[src/inc/sd_adc_defines.svh]
// offsets, field positions, reset values and counts of the converter control block
`ifndef SD_ADC_DEFINES_SVH
`define SD_ADC_DEFINES_SVH
`define ADDR_CTL0 4'h0
`define ADDR_CTL1 4'h1
`define ADDR_CLKSEL 4'h2
`define ADDR_RES_LO 4'h3
`define ADDR_RES_MID 4'h4
`define ADDR_RES_HI 4'h5
`define ADDR_IRQ 4'h6
`define CTL0_FRST 7
`define CTL0_SLEEP 6
`define CTL0_OFF 5
`define CTL0_RATE_LSB 2
`define CTL0_REF 0
`define CTL1_MODE_LSB 5
`define CTL1_BUFN 4
`define CTL1_BUFP 3
`define CTL1_LATCH 2
`define CTL1_EOC 1
`define IRQ_GIE 0
`define IRQ_CIE 1
`define IRQ_FLAG 2
`define CTL0_RESET 8'h20
`define CTL0_MASK 8'hFD
`define CTL1_MASK 8'hFE
`define CLKSEL_MASK 8'h1F
`define CLK_UNDIV 5'h1F
`define OSR_MAX 16384
`define DIV_LONG 30
`define DIV_SHORT 12
`endif

[src/inc/sd_adc_pkg.sv]
// types of the converter control block
package sd_adc_pkg;
    typedef enum logic [1:0] {
        POWER_DOWN,
        ASLEEP,
        FILTER_RESET,
        CONVERTING
    } mode_t;
endpackage

[src/rtl/clock_divider.sv]
// converter clock enable generated from the system clock
`timescale 1ns/10ps
`include "sd_adc_defines.svh"
module clock_divider (
    input wire logic clock,
    input wire logic rst,
    input wire logic [4:0] divSel,
    output logic tick
);
    typedef struct packed {
        logic [5:0] cnt;
        logic tick;
    } div_state_t;
    div_state_t s_q, s_d;
    logic [5:0] limit;
    always_comb begin
        s_d = s_q;
        // two system cycles per step, times field plus one
        limit = 6'({divSel, 1'b1});
        s_d.tick = 1'b0;
        if (divSel == `CLK_UNDIV) begin // [RULE_15]
            s_d.cnt = 6'h00;
            s_d.tick = 1'b1;
        end else if (s_q.cnt >= limit) begin // [RULE_15]
            s_d.cnt = 6'h00;
            s_d.tick = 1'b1;
        end else begin
            s_d.cnt = s_q.cnt + 6'h01;
        end
    end
    always_ff @(posedge clock) begin
        if (rst) begin
            s_q <= '0;
        end else begin
            s_q <= s_d;
        end
    end
    assign tick = s_q.tick;
endmodule

[src/rtl/conversion_timer.sv]
// counts converter clocks to the end of each conversion
`timescale 1ns/10ps
`include "sd_adc_defines.svh"
module conversion_timer #(
    parameter int CNT_W = 20
) (
    input wire logic clock,
    input wire logic rst,
    input wire logic run,
    input wire logic tick,
    input wire logic [CNT_W-1:0] period,
    output logic done
);
    if (CNT_W < 20) begin
        $error("counter too narrow for longest conversion");
    end
    typedef struct packed {
        logic [CNT_W-1:0] cnt;
        logic done;
    } tmr_state_t;
    tmr_state_t s_q, s_d;
    always_comb begin
        s_d = s_q;
        s_d.done = 1'b0;
        if (!run) begin // [RULE_21]
            s_d.cnt = '0;
        end else if (tick) begin
            if (s_q.cnt >= period - 1'b1) begin // [RULE_09]
                s_d.cnt = '0;
                s_d.done = 1'b1;
            end else begin
                s_d.cnt = s_q.cnt + 1'b1;
            end
        end
    end
    always_ff @(posedge clock) begin
        if (rst) begin
            s_q <= '0;
        end else begin
            s_q <= s_d;
        end
    end
    assign done = s_q.done;
endmodule

[src/rtl/sigma_delta_adc_control.sv]
// control, status and result registers of the delta-sigma converter
// Operation
// (RULE_01) pulsing filter reset high then low restarts filter and conversion sequence
// (RULE_02) sleep with power on keeps amplifier on, converter stopped
// (RULE_03) power-off, reset value one, shuts amplifier and converter regardless
// (RULE_04) filter reset high while powered holds the decimation filter in reset
// (RULE_05) normal mode: chopper two, oversampling 16384 halving down to 128
// (RULE_06) low-latency mode: same oversampling ratios, chopper one
// (RULE_07) reference select: zero internal, one external reference pins
// (RULE_08) filter mode field: divide by 30 or 12, normal or low latency
// (RULE_09) one result per divider times chopper times oversampling converter clocks
// (RULE_10) latch set holds current result, later results not stored
// (RULE_11) while latched no interrupt request and end flag unchanged
// (RULE_12) software sets latch before reading three bytes, clears after
// (RULE_13) end flag set on completion, cleared only by software write
// (RULE_14) completion sets interrupt flag, interrupt when both enables set
// (RULE_15) clock field divides system clock by two times field plus one, 11111 undivided
// (RULE_16) software programs clock field for a 4.8MHz converter clock
// (RULE_17) latch off: every new result overwrites the data registers
// (RULE_18) software clears power-off and sleep, then pulses filter reset
// (RULE_19) result is 20-bit two's complement, sign in top bit
// (RULE_20) unimplemented control register bits read as zero
// (RULE_21) no results and no counting while reset, asleep or powered off
//
// The strobed register port and the address map are this design's own decisions.
`timescale 1ns/10ps
`include "sd_adc_defines.svh"
module sigma_delta_adc_control #(
    parameter int RES_W = 20
) (
    input wire logic clock,
    input wire logic rst,
    input wire logic [3:0] addr,
    input wire logic [7:0] wrData,
    input wire logic wrStrobe,
    input wire logic rdStrobe,
    output logic [7:0] rdData,
    input wire logic [RES_W-1:0] filterResult,
    output logic filterResetHold,
    output logic amplifierPowerEn,
    output logic converterRunEn,
    output logic refExternal,
    output logic refBufNegEn,
    output logic refBufPosEn,
    output logic chopperTwo,
    output logic [2:0] outputRateSel,
    output logic lowLatency,
    output logic converterClockTick,
    output logic resultReady,
    output logic [RES_W-1:0] resultOut,
    output logic irqOut
);
    // the result byte map below is fixed at 20 bits
    if (RES_W != 20) begin
        $error("result width must be 20 bits");
    end

    typedef struct packed {
        logic [7:0] ctl0;
        logic [7:0] ctl1;
        logic [4:0] clkDiv;
        logic globalIrqEn;
        logic convIrqEn;
        logic irqFlag;
        logic [RES_W-1:0] result;
        logic [7:0] rd;
        logic ready;
    } ctl_state_t;
    ctl_state_t s_q, s_d;

    logic tick;
    logic done;
    logic run;
    logic [19:0] period;
    sd_adc_pkg::mode_t mode;

    // oversampling ratio from the rate field
    function automatic logic [14:0] osr_of(input logic [2:0] code);
        osr_of = 15'(`OSR_MAX >> code);
    endfunction

    // [RULE_03] [RULE_02] [RULE_04]
    always_comb begin
        if (s_q.ctl0[`CTL0_OFF]) begin
            mode = sd_adc_pkg::POWER_DOWN;
        end else if (s_q.ctl0[`CTL0_SLEEP]) begin
            mode = sd_adc_pkg::ASLEEP;
        end else if (s_q.ctl0[`CTL0_FRST]) begin
            mode = sd_adc_pkg::FILTER_RESET;
        end else begin
            mode = sd_adc_pkg::CONVERTING;
        end
    end

    logic modeLow;
    logic divShort;
    logic [4:0] divVal;
    logic [19:0] osrVal;
    assign modeLow = s_q.ctl1[`CTL1_MODE_LSB+2]; // [RULE_08]
    assign divShort = s_q.ctl1[`CTL1_MODE_LSB+1]; // [RULE_08]
    assign divVal = divShort ? 5'(`DIV_SHORT) : 5'(`DIV_LONG);
    assign osrVal = 20'(osr_of(s_q.ctl0[`CTL0_RATE_LSB+:3]));
    // [RULE_05] [RULE_06] [RULE_09]
    assign period = 20'(divVal * osrVal) << (modeLow ? 1'b0 : 1'b1);
    assign run = (mode == sd_adc_pkg::CONVERTING); // [RULE_21]

    clock_divider u_div (
        .clock(clock),
        .rst(rst),
        .divSel(s_q.clkDiv),
        .tick(tick)
    );

    // a fresh sequence starts from zero whenever the filter leaves reset
    conversion_timer #(.CNT_W(20)) u_tmr (
        .clock(clock),
        .rst(rst),
        .run(run), // [RULE_01]
        .tick(tick),
        .period(period),
        .done(done)
    );

    logic latched;
    logic wrCtl1;
    logic wrIrq;
    assign latched = s_q.ctl1[`CTL1_LATCH];
    assign wrCtl1 = wrStrobe && (addr == `ADDR_CTL1);
    assign wrIrq = wrStrobe && (addr == `ADDR_IRQ);

    always_comb begin
        s_d = s_q;
        s_d.ready = 1'b0;
        s_d.rd = 8'h00;
        if (wrStrobe) begin
            if (addr == `ADDR_CTL0) begin
                s_d.ctl0 = wrData & `CTL0_MASK; // [RULE_20]
            end else if (addr == `ADDR_CTL1) begin
                s_d.ctl1 = wrData & `CTL1_MASK; // [RULE_20]
            end else if (addr == `ADDR_CLKSEL) begin
                s_d.clkDiv = wrData[4:0];
            end else if (addr == `ADDR_IRQ) begin
                s_d.globalIrqEn = wrData[`IRQ_GIE];
                s_d.convIrqEn = wrData[`IRQ_CIE];
                s_d.irqFlag = wrData[`IRQ_FLAG];
            end
        end
        if (done && !latched) begin // [RULE_10] [RULE_11]
            s_d.result = filterResult; // [RULE_17] [RULE_19]
            s_d.ready = 1'b1;
            // set wins over a clearing write in the same cycle
            s_d.ctl1[`CTL1_EOC] = 1'b1; // [RULE_13]
            s_d.irqFlag = 1'b1; // [RULE_14]
        end
        if (rdStrobe) begin
            if (addr == `ADDR_CTL0) begin
                s_d.rd = s_q.ctl0;
            end else if (addr == `ADDR_CTL1) begin
                s_d.rd = s_q.ctl1;
            end else if (addr == `ADDR_CLKSEL) begin
                s_d.rd = {3'b000, s_q.clkDiv};
            end else if (addr == `ADDR_RES_LO) begin
                s_d.rd = s_q.result[7:0];
            end else if (addr == `ADDR_RES_MID) begin
                s_d.rd = s_q.result[15:8];
            end else if (addr == `ADDR_RES_HI) begin
                s_d.rd = {4'h0, s_q.result[19:16]};
            end else if (addr == `ADDR_IRQ) begin
                s_d.rd = {5'h00, s_q.irqFlag, s_q.convIrqEn, s_q.globalIrqEn};
            end else begin
                s_d.rd = 8'h00;
            end
        end
    end

    always_ff @(posedge clock) begin
        if (rst) begin
            s_q <= '0;
            s_q.ctl0 <= `CTL0_RESET; // [RULE_03]
        end else begin
            s_q <= s_d;
        end
    end

    assign rdData = s_q.rd;
    assign filterResetHold = (mode != sd_adc_pkg::CONVERTING); // [RULE_04]
    assign amplifierPowerEn = (mode != sd_adc_pkg::POWER_DOWN); // [RULE_03]
    assign converterRunEn = (mode == sd_adc_pkg::FILTER_RESET) || run; // [RULE_02]
    assign refExternal = s_q.ctl0[`CTL0_REF]; // [RULE_07]
    assign refBufNegEn = s_q.ctl1[`CTL1_BUFN];
    assign refBufPosEn = s_q.ctl1[`CTL1_BUFP];
    assign chopperTwo = !modeLow; // [RULE_05] [RULE_06]
    assign outputRateSel = s_q.ctl0[`CTL0_RATE_LSB+:3];
    assign lowLatency = modeLow;
    assign converterClockTick = tick;
    assign resultReady = s_q.ready;
    assign resultOut = s_q.result;
    assign irqOut = s_q.irqFlag && s_q.globalIrqEn && s_q.convIrqEn; // [RULE_14]
endmodule

[config.mk]
export PLATFORM = sky130hd
export DESIGN_NAME = sigma_delta_adc_control
export DESIGN_NICKNAME = d
export VERILOG_FILES = /design/src/inc/sd_adc_pkg.sv /design/src/rtl/clock_divider.sv /design/src/rtl/conversion_timer.sv /design/src/rtl/sigma_delta_adc_control.sv
export VERILOG_INCLUDE_DIRS = /design/src /design/src/inc
export SDC_FILE = /design/constraint.sdc
export NUM_CORES = 1
export LEC_CHECK = 0
export BUFFER_PORTS_ARGS = -buffer_cell sky130_fd_sc_hd__buf_2
export CORE_AREA = 3 3 113 115
export CTS_BUF_LIST = sky130_fd_sc_hd__clkbuf_2
export DETAILED_ROUTE_END_ITERATION = 12
export DIE_AREA = 0 0 116 118
export GPL_TIMING_DRIVEN = 0
export SETUP_SLACK_MARGIN = 0.02
export SLEW_MARGIN = 20
export SYNTH_ARGS = -nofsm -noshare
export SYNTH_HDL_FRONTEND = slang
export SYNTH_SLANG_ARGS = --single-unit
[constraint.sdc]
create_clock -name clock -period 7.08 [get_ports clock]
set_input_delay 1.77 -clock clock [delete_from_list [all_inputs] [get_ports clock]]
set_output_delay 1.77 -clock clock [all_outputs]
set_load 0.1 [all_outputs]
Yosys cells after proc, flatten, opt, wreduce, memory -nomap -nowiden
Cells that the tools add are included.
Operators by class
  reductions and logical operators: 22
  bitwise gates (word level): 6
  multipliers: 1
  muxes and demuxes: 26
  $lt $le $gt $ge: 2
  eq/ne operators: 13
  shift operators: 2
  $add $sub $neg: 3
Operator list (count)
  8-bit two-way mux: 6
  21-bit two-way mux: 1
  20-bit by 1-bit adder with 20-bit output (second input constant): 1
  20-bit greater-or-equal comparator: 1
  5-bit by 15-bit multiplier with 20-bit output: 1
  10-bit two-way mux: 2
  20-bit two-way mux: 1
  20-bit by 1-bit left shift with 20-bit output: 1
  20-bit by 1-bit subtractor with 20-bit output (second input constant): 1
  15-bit by 3-bit right shift with 15-bit output (first input constant): 1
  4-bit by 3-bit == test with 1-bit output (second input constant): 3
  5-bit two-way mux: 2
  5-bit AND reduction: 2
  3-bit two-way mux: 3
  3-bit OR reduction: 3
  4-bit by 2-bit == test with 1-bit output (second input constant): 2
  2-bit nonzero test: 4
  1-bit two-way mux: 7
  6-bit by 1-bit adder with 6-bit output (second input constant): 1
  6-bit greater-or-equal comparator: 1
  2-bit two-way mux: 3
  2-bit by 1-bit != test with 1-bit output (second input constant): 3
  1-bit inverter: 6
  3-bit AND reduction: 2
  12 further kinds: 17
Storage, ports and cells
  output and inout bits: 42
  bits in registers: 79
  bits of input ports: 36
  word-level logic and storage cells: 90

Logic depth before layout (Yosys ltp)
  word-level depth: 8
  gate-level depth with buffers: 25
  mapped depth without buffers: 23

Cells and area by module
A second synthesis with hierarchy kept.
Second synthesis, totals
  cells, all modules: 697
  area, all modules: 5709.2 µm²
Modules (own cells, without submodules)
  sigma_delta_adc_control: area each 3493.4 µm², sequential area each 1021.0 µm², cells an instance 428, times used 1
  conversion_timer: area each 1823.0 µm², sequential area each 420.4 µm², cells an instance 225, times used 1
  clock_divider: area each 392.9 µm², sequential area each 140.1 µm², cells an instance 44, times used 1

Worst setup path before layout
OpenSTA, ideal clock, no wires.
  path type: register to register
  from: register s_q, in the netlist outputRateSel[2]
  to: register u_tmr.s_q[13] (netlist bit)
  data required time: 6952 ps
  period minus slack after synthesis: 5739 ps
  library setup time: 128 ps
  stages on the path, launching flop included: 23
  buffers on the path: 2
  path slack: 1341 ps
  data arrival time: 5612 ps
  cells stage by stage: dfxtp_1 > clkbuf_1 > nand2_1 > nor3_1 > fa_1 > fa_1 > ha_1 > inv_1 > fa_1 > nor3b_2 > nor4b_4 > o21ai_2 > a2111oi_4 > nor3b_1 > a221oi_2 > ha_1 > nand4_1 > nor2_1 > o21ai_0 > o211a_1 > o21ai_1 > clkbuf_1 > nor2_1
On the way
  longest elaborated chain between the ends: 6
Ends and longest elaborated chain
  from (decl): RTL line sigma_delta_adc_control.sv:69  | ctl_state_t s_q, s_d;
  15-bit by 3-bit right shift with 15-bit output (no line)
  5-bit by 15-bit multiplier with 20-bit output: RTL line sigma_delta_adc_control.sv:104  | assign period = 20'(divVal * osrVal) << (modeLow ? 1'b0 : 1'b1);
  20-bit by 1-bit left shift with 20-bit output: RTL line sigma_delta_adc_control.sv:104
  20-bit by 1-bit subtractor with 20-bit output: RTL line conversion_timer.sv:28  | if (s_q.cnt >= period - 1'b1) begin
  20-bit greater-or-equal comparator: RTL line conversion_timer.sv:28
  20-bit two-way mux: RTL line conversion_timer.sv:28
  to (signal assigned): RTL line conversion_timer.sv:38  | s_q <= '0;
  to (signal assigned): RTL line conversion_timer.sv:40  | s_q <= s_d;
  to (decl): RTL line conversion_timer.sv:21  | tmr_state_t s_q, s_d;
Every way passes these cells.
A chain may end at the register's enable or synchronous reset.

Worst setup path in the final report
Same ends and word-level chain as after synthesis.

==> results_tabular.tex <==
\begin{tabular}{lr}
\hline
Metric & Value \\
\hline
\multicolumn{2}{l}{\textbf{Outcome}} \\
\quad Outcome & completed \\
\multicolumn{2}{l}{\textbf{STA}} \\
\quad Clock tree skew after final layout & 0.04569 ns \\
\quad Worst Slack Setup Final & 0.6816 ns \\
\quad Final period util & 0.9037 \\
\quad Number of max-slew violations in the final report & 0 \\
\quad Relative slew margins & 0.4236 \\
\quad Number of failing setup endpoints in the final timing report & 0 \\
\quad Final Hold Vio Count & 0 \\
\quad Post-layout minimum cycle time & 6.398 ns \\
\quad Measured slew at the worst slew-check pin & 0.8575 ns \\
\quad Max Clk Rate & 156.3 MHz \\
\quad Fin Hold WS & 0.4868 ns \\
\quad Aggregate negative setup slack & 0 ns \\
\quad Unrepaired setup endpoints after global routing & no \\
\multicolumn{2}{l}{\textbf{Placement}} \\
\quad Final weighted congestion in routability-driven placement & 0.8397 \\
\quad Detail Placement HPWL & 10,170 um \\
\quad Worst slack at placement & 0.3162 ns \\
\quad Number of port buffers & 72 \\
\quad Number of instances in the placed design & 858 \\
\multicolumn{2}{l}{\textbf{Synth}} \\
\quad Number of flops mapped to enable cells by yosys & 0 \\
\quad Fraction of registers with async set/reset & 0 \\
\quad Number of different library cells in the post-synthesis netlist & 59 \\
\quad Compound-gate portion of the synthesized area & 0.1310 \\
\quad Nets in the synthesized netlist & 729 \\
\quad Combinational family with the most area after synthesis & simple AND/OR/NAND/NOR gates \\
\quad Cell taking the most area after synthesis & sky130\_fd\_sc\_hd\_\_dfxtp\_1 \\
\quad Fraction of synthesized area in multiplexers & 0.05166 \\
\quad Synthesis-stage register bit count & 79 \\
\quad Post-synthesis simple-gate area fraction & 0.2256 \\
\quad Share of synthesized cell area in full adder, half adder and majority cells & 0.1464 \\
\quad Fraction of post-synthesis cell area in the top cell type by area & 0.2995 \\
\quad Cell count after synthesis & 639 \\
\quad Mapped cell area & 5280 um\^{}2 \\
\quad Mean post-synth cell area & 8.263 um\^{}2 \\
\quad Synth top cells by count & sky130\_fd\_sc\_hd\_\_dfxtp\_1 (79), sky130\_fd\_sc\_hd\_\_nand2\_1 (71), sky130\_fd\_sc\_hd\_\_nor2\_1 (65) \\
\quad Share of the synthesized netlist area taken by xor and xnor gates & 0.05474 \\
\quad Main area contributors after synthesis & sky130\_fd\_sc\_hd\_\_dfxtp\_1 (30\%), sky130\_fd\_sc\_hd\_\_ha\_1 (9.7\%), sky130\_fd\_sc\_hd\_\_a21oi\_1 (5.1\%) \\
\quad Main flop type after synthesis & sky130\_fd\_sc\_hd\_\_dfxtp\_1 \\
\quad Sequential share of the synthesized area & 0.2995 \\
\quad Warnings, synthesis & 0 \\
\quad Most frequent cell after synthesis & sky130\_fd\_sc\_hd\_\_dfxtp\_1 \\
\multicolumn{2}{l}{\textbf{Routing}} \\
\quad Sum of routed wire length over all layers & 12,890 um \\
\quad Vias after detailed routing & 4,623 \\
\quad Remaining antenna violation count after routing & 0 \\
\quad Drt via density & 5.283 \\
\quad Final routed DRC violation total & 0 \\
\quad Mean routed wirelength per cell & 14.73 um \\
\quad DR iter-0 viols & 236 \\
\quad Total iterations of the first detailed-routing run & 7 \\
\multicolumn{2}{l}{\textbf{Clocking}} \\
\quad CTS Buf Count & 9 \\
\quad Hold buffers post-CTS & 0 \\
\quad Clock edge transition at the registers on the reported setup and hold paths & 0.22 ns \\
\quad Sinks on the clock net & 79 \\
\quad Max clock buf depth & 2 \\
\quad Clock tree root buffer cell & sky130\_fd\_sc\_hd\_\_clkbuf\_2 \\
\quad H-tree levels & 3 \\
\quad Clock Latency Late Sink & 0.56 ns \\
\quad TritonCTS clock tree & yes \\
\multicolumn{2}{l}{\textbf{Floorplan}} \\
\quad Die outline height & 118 um \\
\quad Num ports & 78 \\
\quad FP Rows & 40 \\
\quad Initial core utilization & 0.4433 \\
\quad Die Width & 116 um \\
\quad Placeable core area & 11,910 um\^{}2 \\
\quad Die ar. & 13,690 um\^{}2 \\
\multicolumn{2}{l}{\textbf{Critical path}} \\
\quad Worst setup EP type & register \\
\quad Most prevalent standard cell on the critical path & sky130\_fd\_sc\_hd\_\_fa\_1 \\
\quad Crit path cell chain & clkbuf\_1, nand2\_1, nor3\_1, fa\_1, fa\_1, ha\_1, inv\_1, fa\_1, nor3b\_2, nor4b\_4, o21ai\_2, a2111oi\_4, nor3b\_1, a221oi\_2, ha\_1, nand4\_1, nor2\_1, o21ai\_0, o211a\_1, o21ai\_2, clkbuf\_2, nor2\_1 \\
\quad Largest stage delay, worst path & 0.61 ns \\
\quad Crit. path cell count & 22 \\
\quad Worst path buffer plus inverter count & 3 \\
\quad Reg-to-reg slack, setup & 0.68 ns \\
\quad Cell depth of the worst flop-to-flop path & 22 \\
\quad Critical-path top delay cell & sky130\_fd\_sc\_hd\_\_fa\_1 \\
\quad Crit Path Class & register to register \\
\quad Beginning of the worst register-to-register path & outputRateSel[2] \\
\quad Critical path required time & 7.54 ns \\
\quad CP startpoint kind & register \\
\quad Highest net fanout along the worst path & 10 \\
\quad Data arrival at the endpoint of the critical path & 6.86 ns \\
\quad Reg-to-Reg End & u\_tmr.s\_q[13] \\
\quad Cell family with the largest share of critical-path delay & adder cells \\
\multicolumn{2}{l}{\textbf{Global route}} \\
\quad Vias in the first global route & 4,616 \\
\quad Antenna violations before repair & 1 \\
\quad GRT Residual Overflow & 0 \\
\quad Largest net degree at the start of global routing & 15 \\
\quad Wire length of the first global-routing pass & 21,630 um \\
\quad Overall fraction of global-route tracks in use & 0.1947 \\
\multicolumn{2}{l}{\textbf{Worst hold path}} \\
\quad Hold Path Sink & resultOut[9] \\
\quad Hold path start & resultOut[9] \\
\quad Hold Path Cell Cnt & 2 \\
\quad Tightest Hold Check Type & register to register \\
\multicolumn{2}{l}{\textbf{Layout}} \\
\quad Syn-to-layout area delta & 12.20\% \\
\quad Fin nets & 812 \\
\quad Final standard cell count with taps included and fillers excluded & 875 \\
\quad Filler cell count in the final layout & 1,205 \\
\quad Fraction of final layout cells with drive strength greater than 1 & 0.1898 \\
\quad Final core utilization & 0.4974 \\
\multicolumn{2}{l}{\textbf{Pwr}} \\
\quad Cell leakage power & 2.711 nW \\
\quad Pwr Density & 143.0 nW/um\^{}2 \\
\quad Worst ir drop on vdd & 110.3 uV \\
\multicolumn{2}{l}{\textbf{Run}} \\
\quad Number of violations of the max-capacitance limit & 0 \\
\hline
\end{tabular}
-- final cells by class --
cell class | count | area (um^2) | area share
tap | 147 | 183.9 | 0.03105
clock buffer | 9 | 45.04 | 0.007603
clock inverter | 7 | 47.55 | 0.008025
multi-input combinational | 468 | 3226 | 0.5445
inverter | 34 | 127.6 | 0.02154
timing repair buffer | 72 | 360.3 | 0.06082
buffer | 58 | 350.3 | 0.05913
sequential | 79 | 1582 | 0.2669
antenna | 1 | 2.502 | 0.0004224
-- layout by cell type, fill, tap and decap left out, types with 6 or more instances in the layout --
cell type / instances
sky130_fd_sc_hd__nor3_1: 17
sky130_fd_sc_hd__xnor2_1: 11
sky130_fd_sc_hd__buf_4: 33
sky130_fd_sc_hd__a211oi_1: 8
sky130_fd_sc_hd__a21oi_1: 54
sky130_fd_sc_hd__nand2_1: 71
sky130_fd_sc_hd__a21o_1: 9
sky130_fd_sc_hd__clkbuf_1: 20
sky130_fd_sc_hd__inv_1: 34
sky130_fd_sc_hd__buf_2: 72
sky130_fd_sc_hd__nand3_1: 26
sky130_fd_sc_hd__clkbuf_2: 10
sky130_fd_sc_hd__dfxtp_1: 79
sky130_fd_sc_hd__nor2_1: 65
sky130_fd_sc_hd__nand4_1: 8
sky130_fd_sc_hd__fa_1: 13
sky130_fd_sc_hd__nand2b_1: 6
sky130_fd_sc_hd__xor2_1: 22
sky130_fd_sc_hd__mux2i_1: 25
sky130_fd_sc_hd__ha_1: 41
sky130_fd_sc_hd__and3_1: 12
sky130_fd_sc_hd__o21ai_0: 12
sky130_fd_sc_hd__nor2b_1: 7
-- report_power, final --
group          internal, mW  switching (mW)
Clock                0.0462           0.165
Combinational        0.0605           0.106
Sequential            0.457          0.0119
-- registers in the layout, indices dropped and copies added (netlist names) --
| name | flops |
|---|---|
| refBufNegEn | 1 |
| outputRateSel | 3 |
| u_tmr.done | 1 |
| divShort | 1 |
| lowLatency | 1 |
| latched | 1 |
| resultOut | 20 |
| resultReady | 1 |
| refExternal | 1 |
| refBufPosEn | 1 |
| u_div.s_q | 6 |
| u_tmr.s_q | 20 |
| rdData | 8 |
| s_q | 13 |
| u_div.tick | 1 |
-- worst register-to-register path, cell delays in order (launching register included) --
cell and delay, ns:
sky130_fd_sc_hd__dfxtp_1 0.47, sky130_fd_sc_hd__clkbuf_1 0.37, sky130_fd_sc_hd__nand2_1 0.16, sky130_fd_sc_hd__nor3_1 0.31, sky130_fd_sc_hd__fa_1 0.50, sky130_fd_sc_hd__fa_1 0.47
sky130_fd_sc_hd__ha_1 0.32, sky130_fd_sc_hd__inv_1 0.07, sky130_fd_sc_hd__fa_1 0.61, sky130_fd_sc_hd__nor3b_2 0.26, sky130_fd_sc_hd__nor4b_4 0.33, sky130_fd_sc_hd__o21ai_2 0.17
sky130_fd_sc_hd__a2111oi_4 0.40, sky130_fd_sc_hd__nor3b_1 0.28, sky130_fd_sc_hd__a221oi_2 0.07, sky130_fd_sc_hd__ha_1 0.30, sky130_fd_sc_hd__nand4_1 0.15, sky130_fd_sc_hd__nor2_1 0.13
sky130_fd_sc_hd__o21ai_0 0.11, sky130_fd_sc_hd__o211a_1 0.19, sky130_fd_sc_hd__o21ai_2 0.30, sky130_fd_sc_hd__clkbuf_2 0.30, sky130_fd_sc_hd__nor2_1 0.08
-- through the flow --
stage                     instance area [um^2]  power, mW
final                                     5924     0.8469
after global routing                      5924     0.8969
after CTS                                 5917     0.8560
after detailed placement                  5824     0.6438
after global placement                    5824     0.6403
after floorplan                           5280     0.6022
-- kinds of logic after synthesis --
kind of cell             count (synthesis)
other                                    1
multiplexers                            26
buffers and inverters                   92
adder cells (fa/ha/maj)                 54
flip-flops                              79
AND/OR/NAND/NOR                        245
XOR/XNOR                                33
AO/OA/AOI/OAI                          109
-- metal layers --
metal / global-route usage / wire length [um] / vias up / part of all wire
met5: 0 / 0 / - / 0
met4: 0.04931 / 195 / 0 / 0.015
met3: 0.03702 / 529 / 14 / 0.041
met2: 0.3295 / 6417 / 93 / 0.50
met1: 0.2529 / 5744 / 2175 / 0.45
li1: - / - / 2341 / -
-- repair_timing --
action	in CTS	in global routing
setup buffers	0	0
gates resized for setup	0	3
endpoints found under the hold margin	0	0
setup endpoints to repair	0	10
-- worst max-delay path by stage --
stage / startpoint / endpoint
2_1_floorplan: outputRateSel[2] / u_tmr.s_q[13]
5_1_grt: outputRateSel[2] / u_tmr.s_q[13]
6_report: outputRateSel[2] / u_tmr.s_q[13]
3_5_place_dp: outputRateSel[2] / u_tmr.s_q[13]
3_3_place_gp: outputRateSel[2] / u_tmr.s_q[5]
4_1_cts: outputRateSel[2] / u_tmr.s_q[13]
Note: power is estimated with default switching activity, not from simulation.
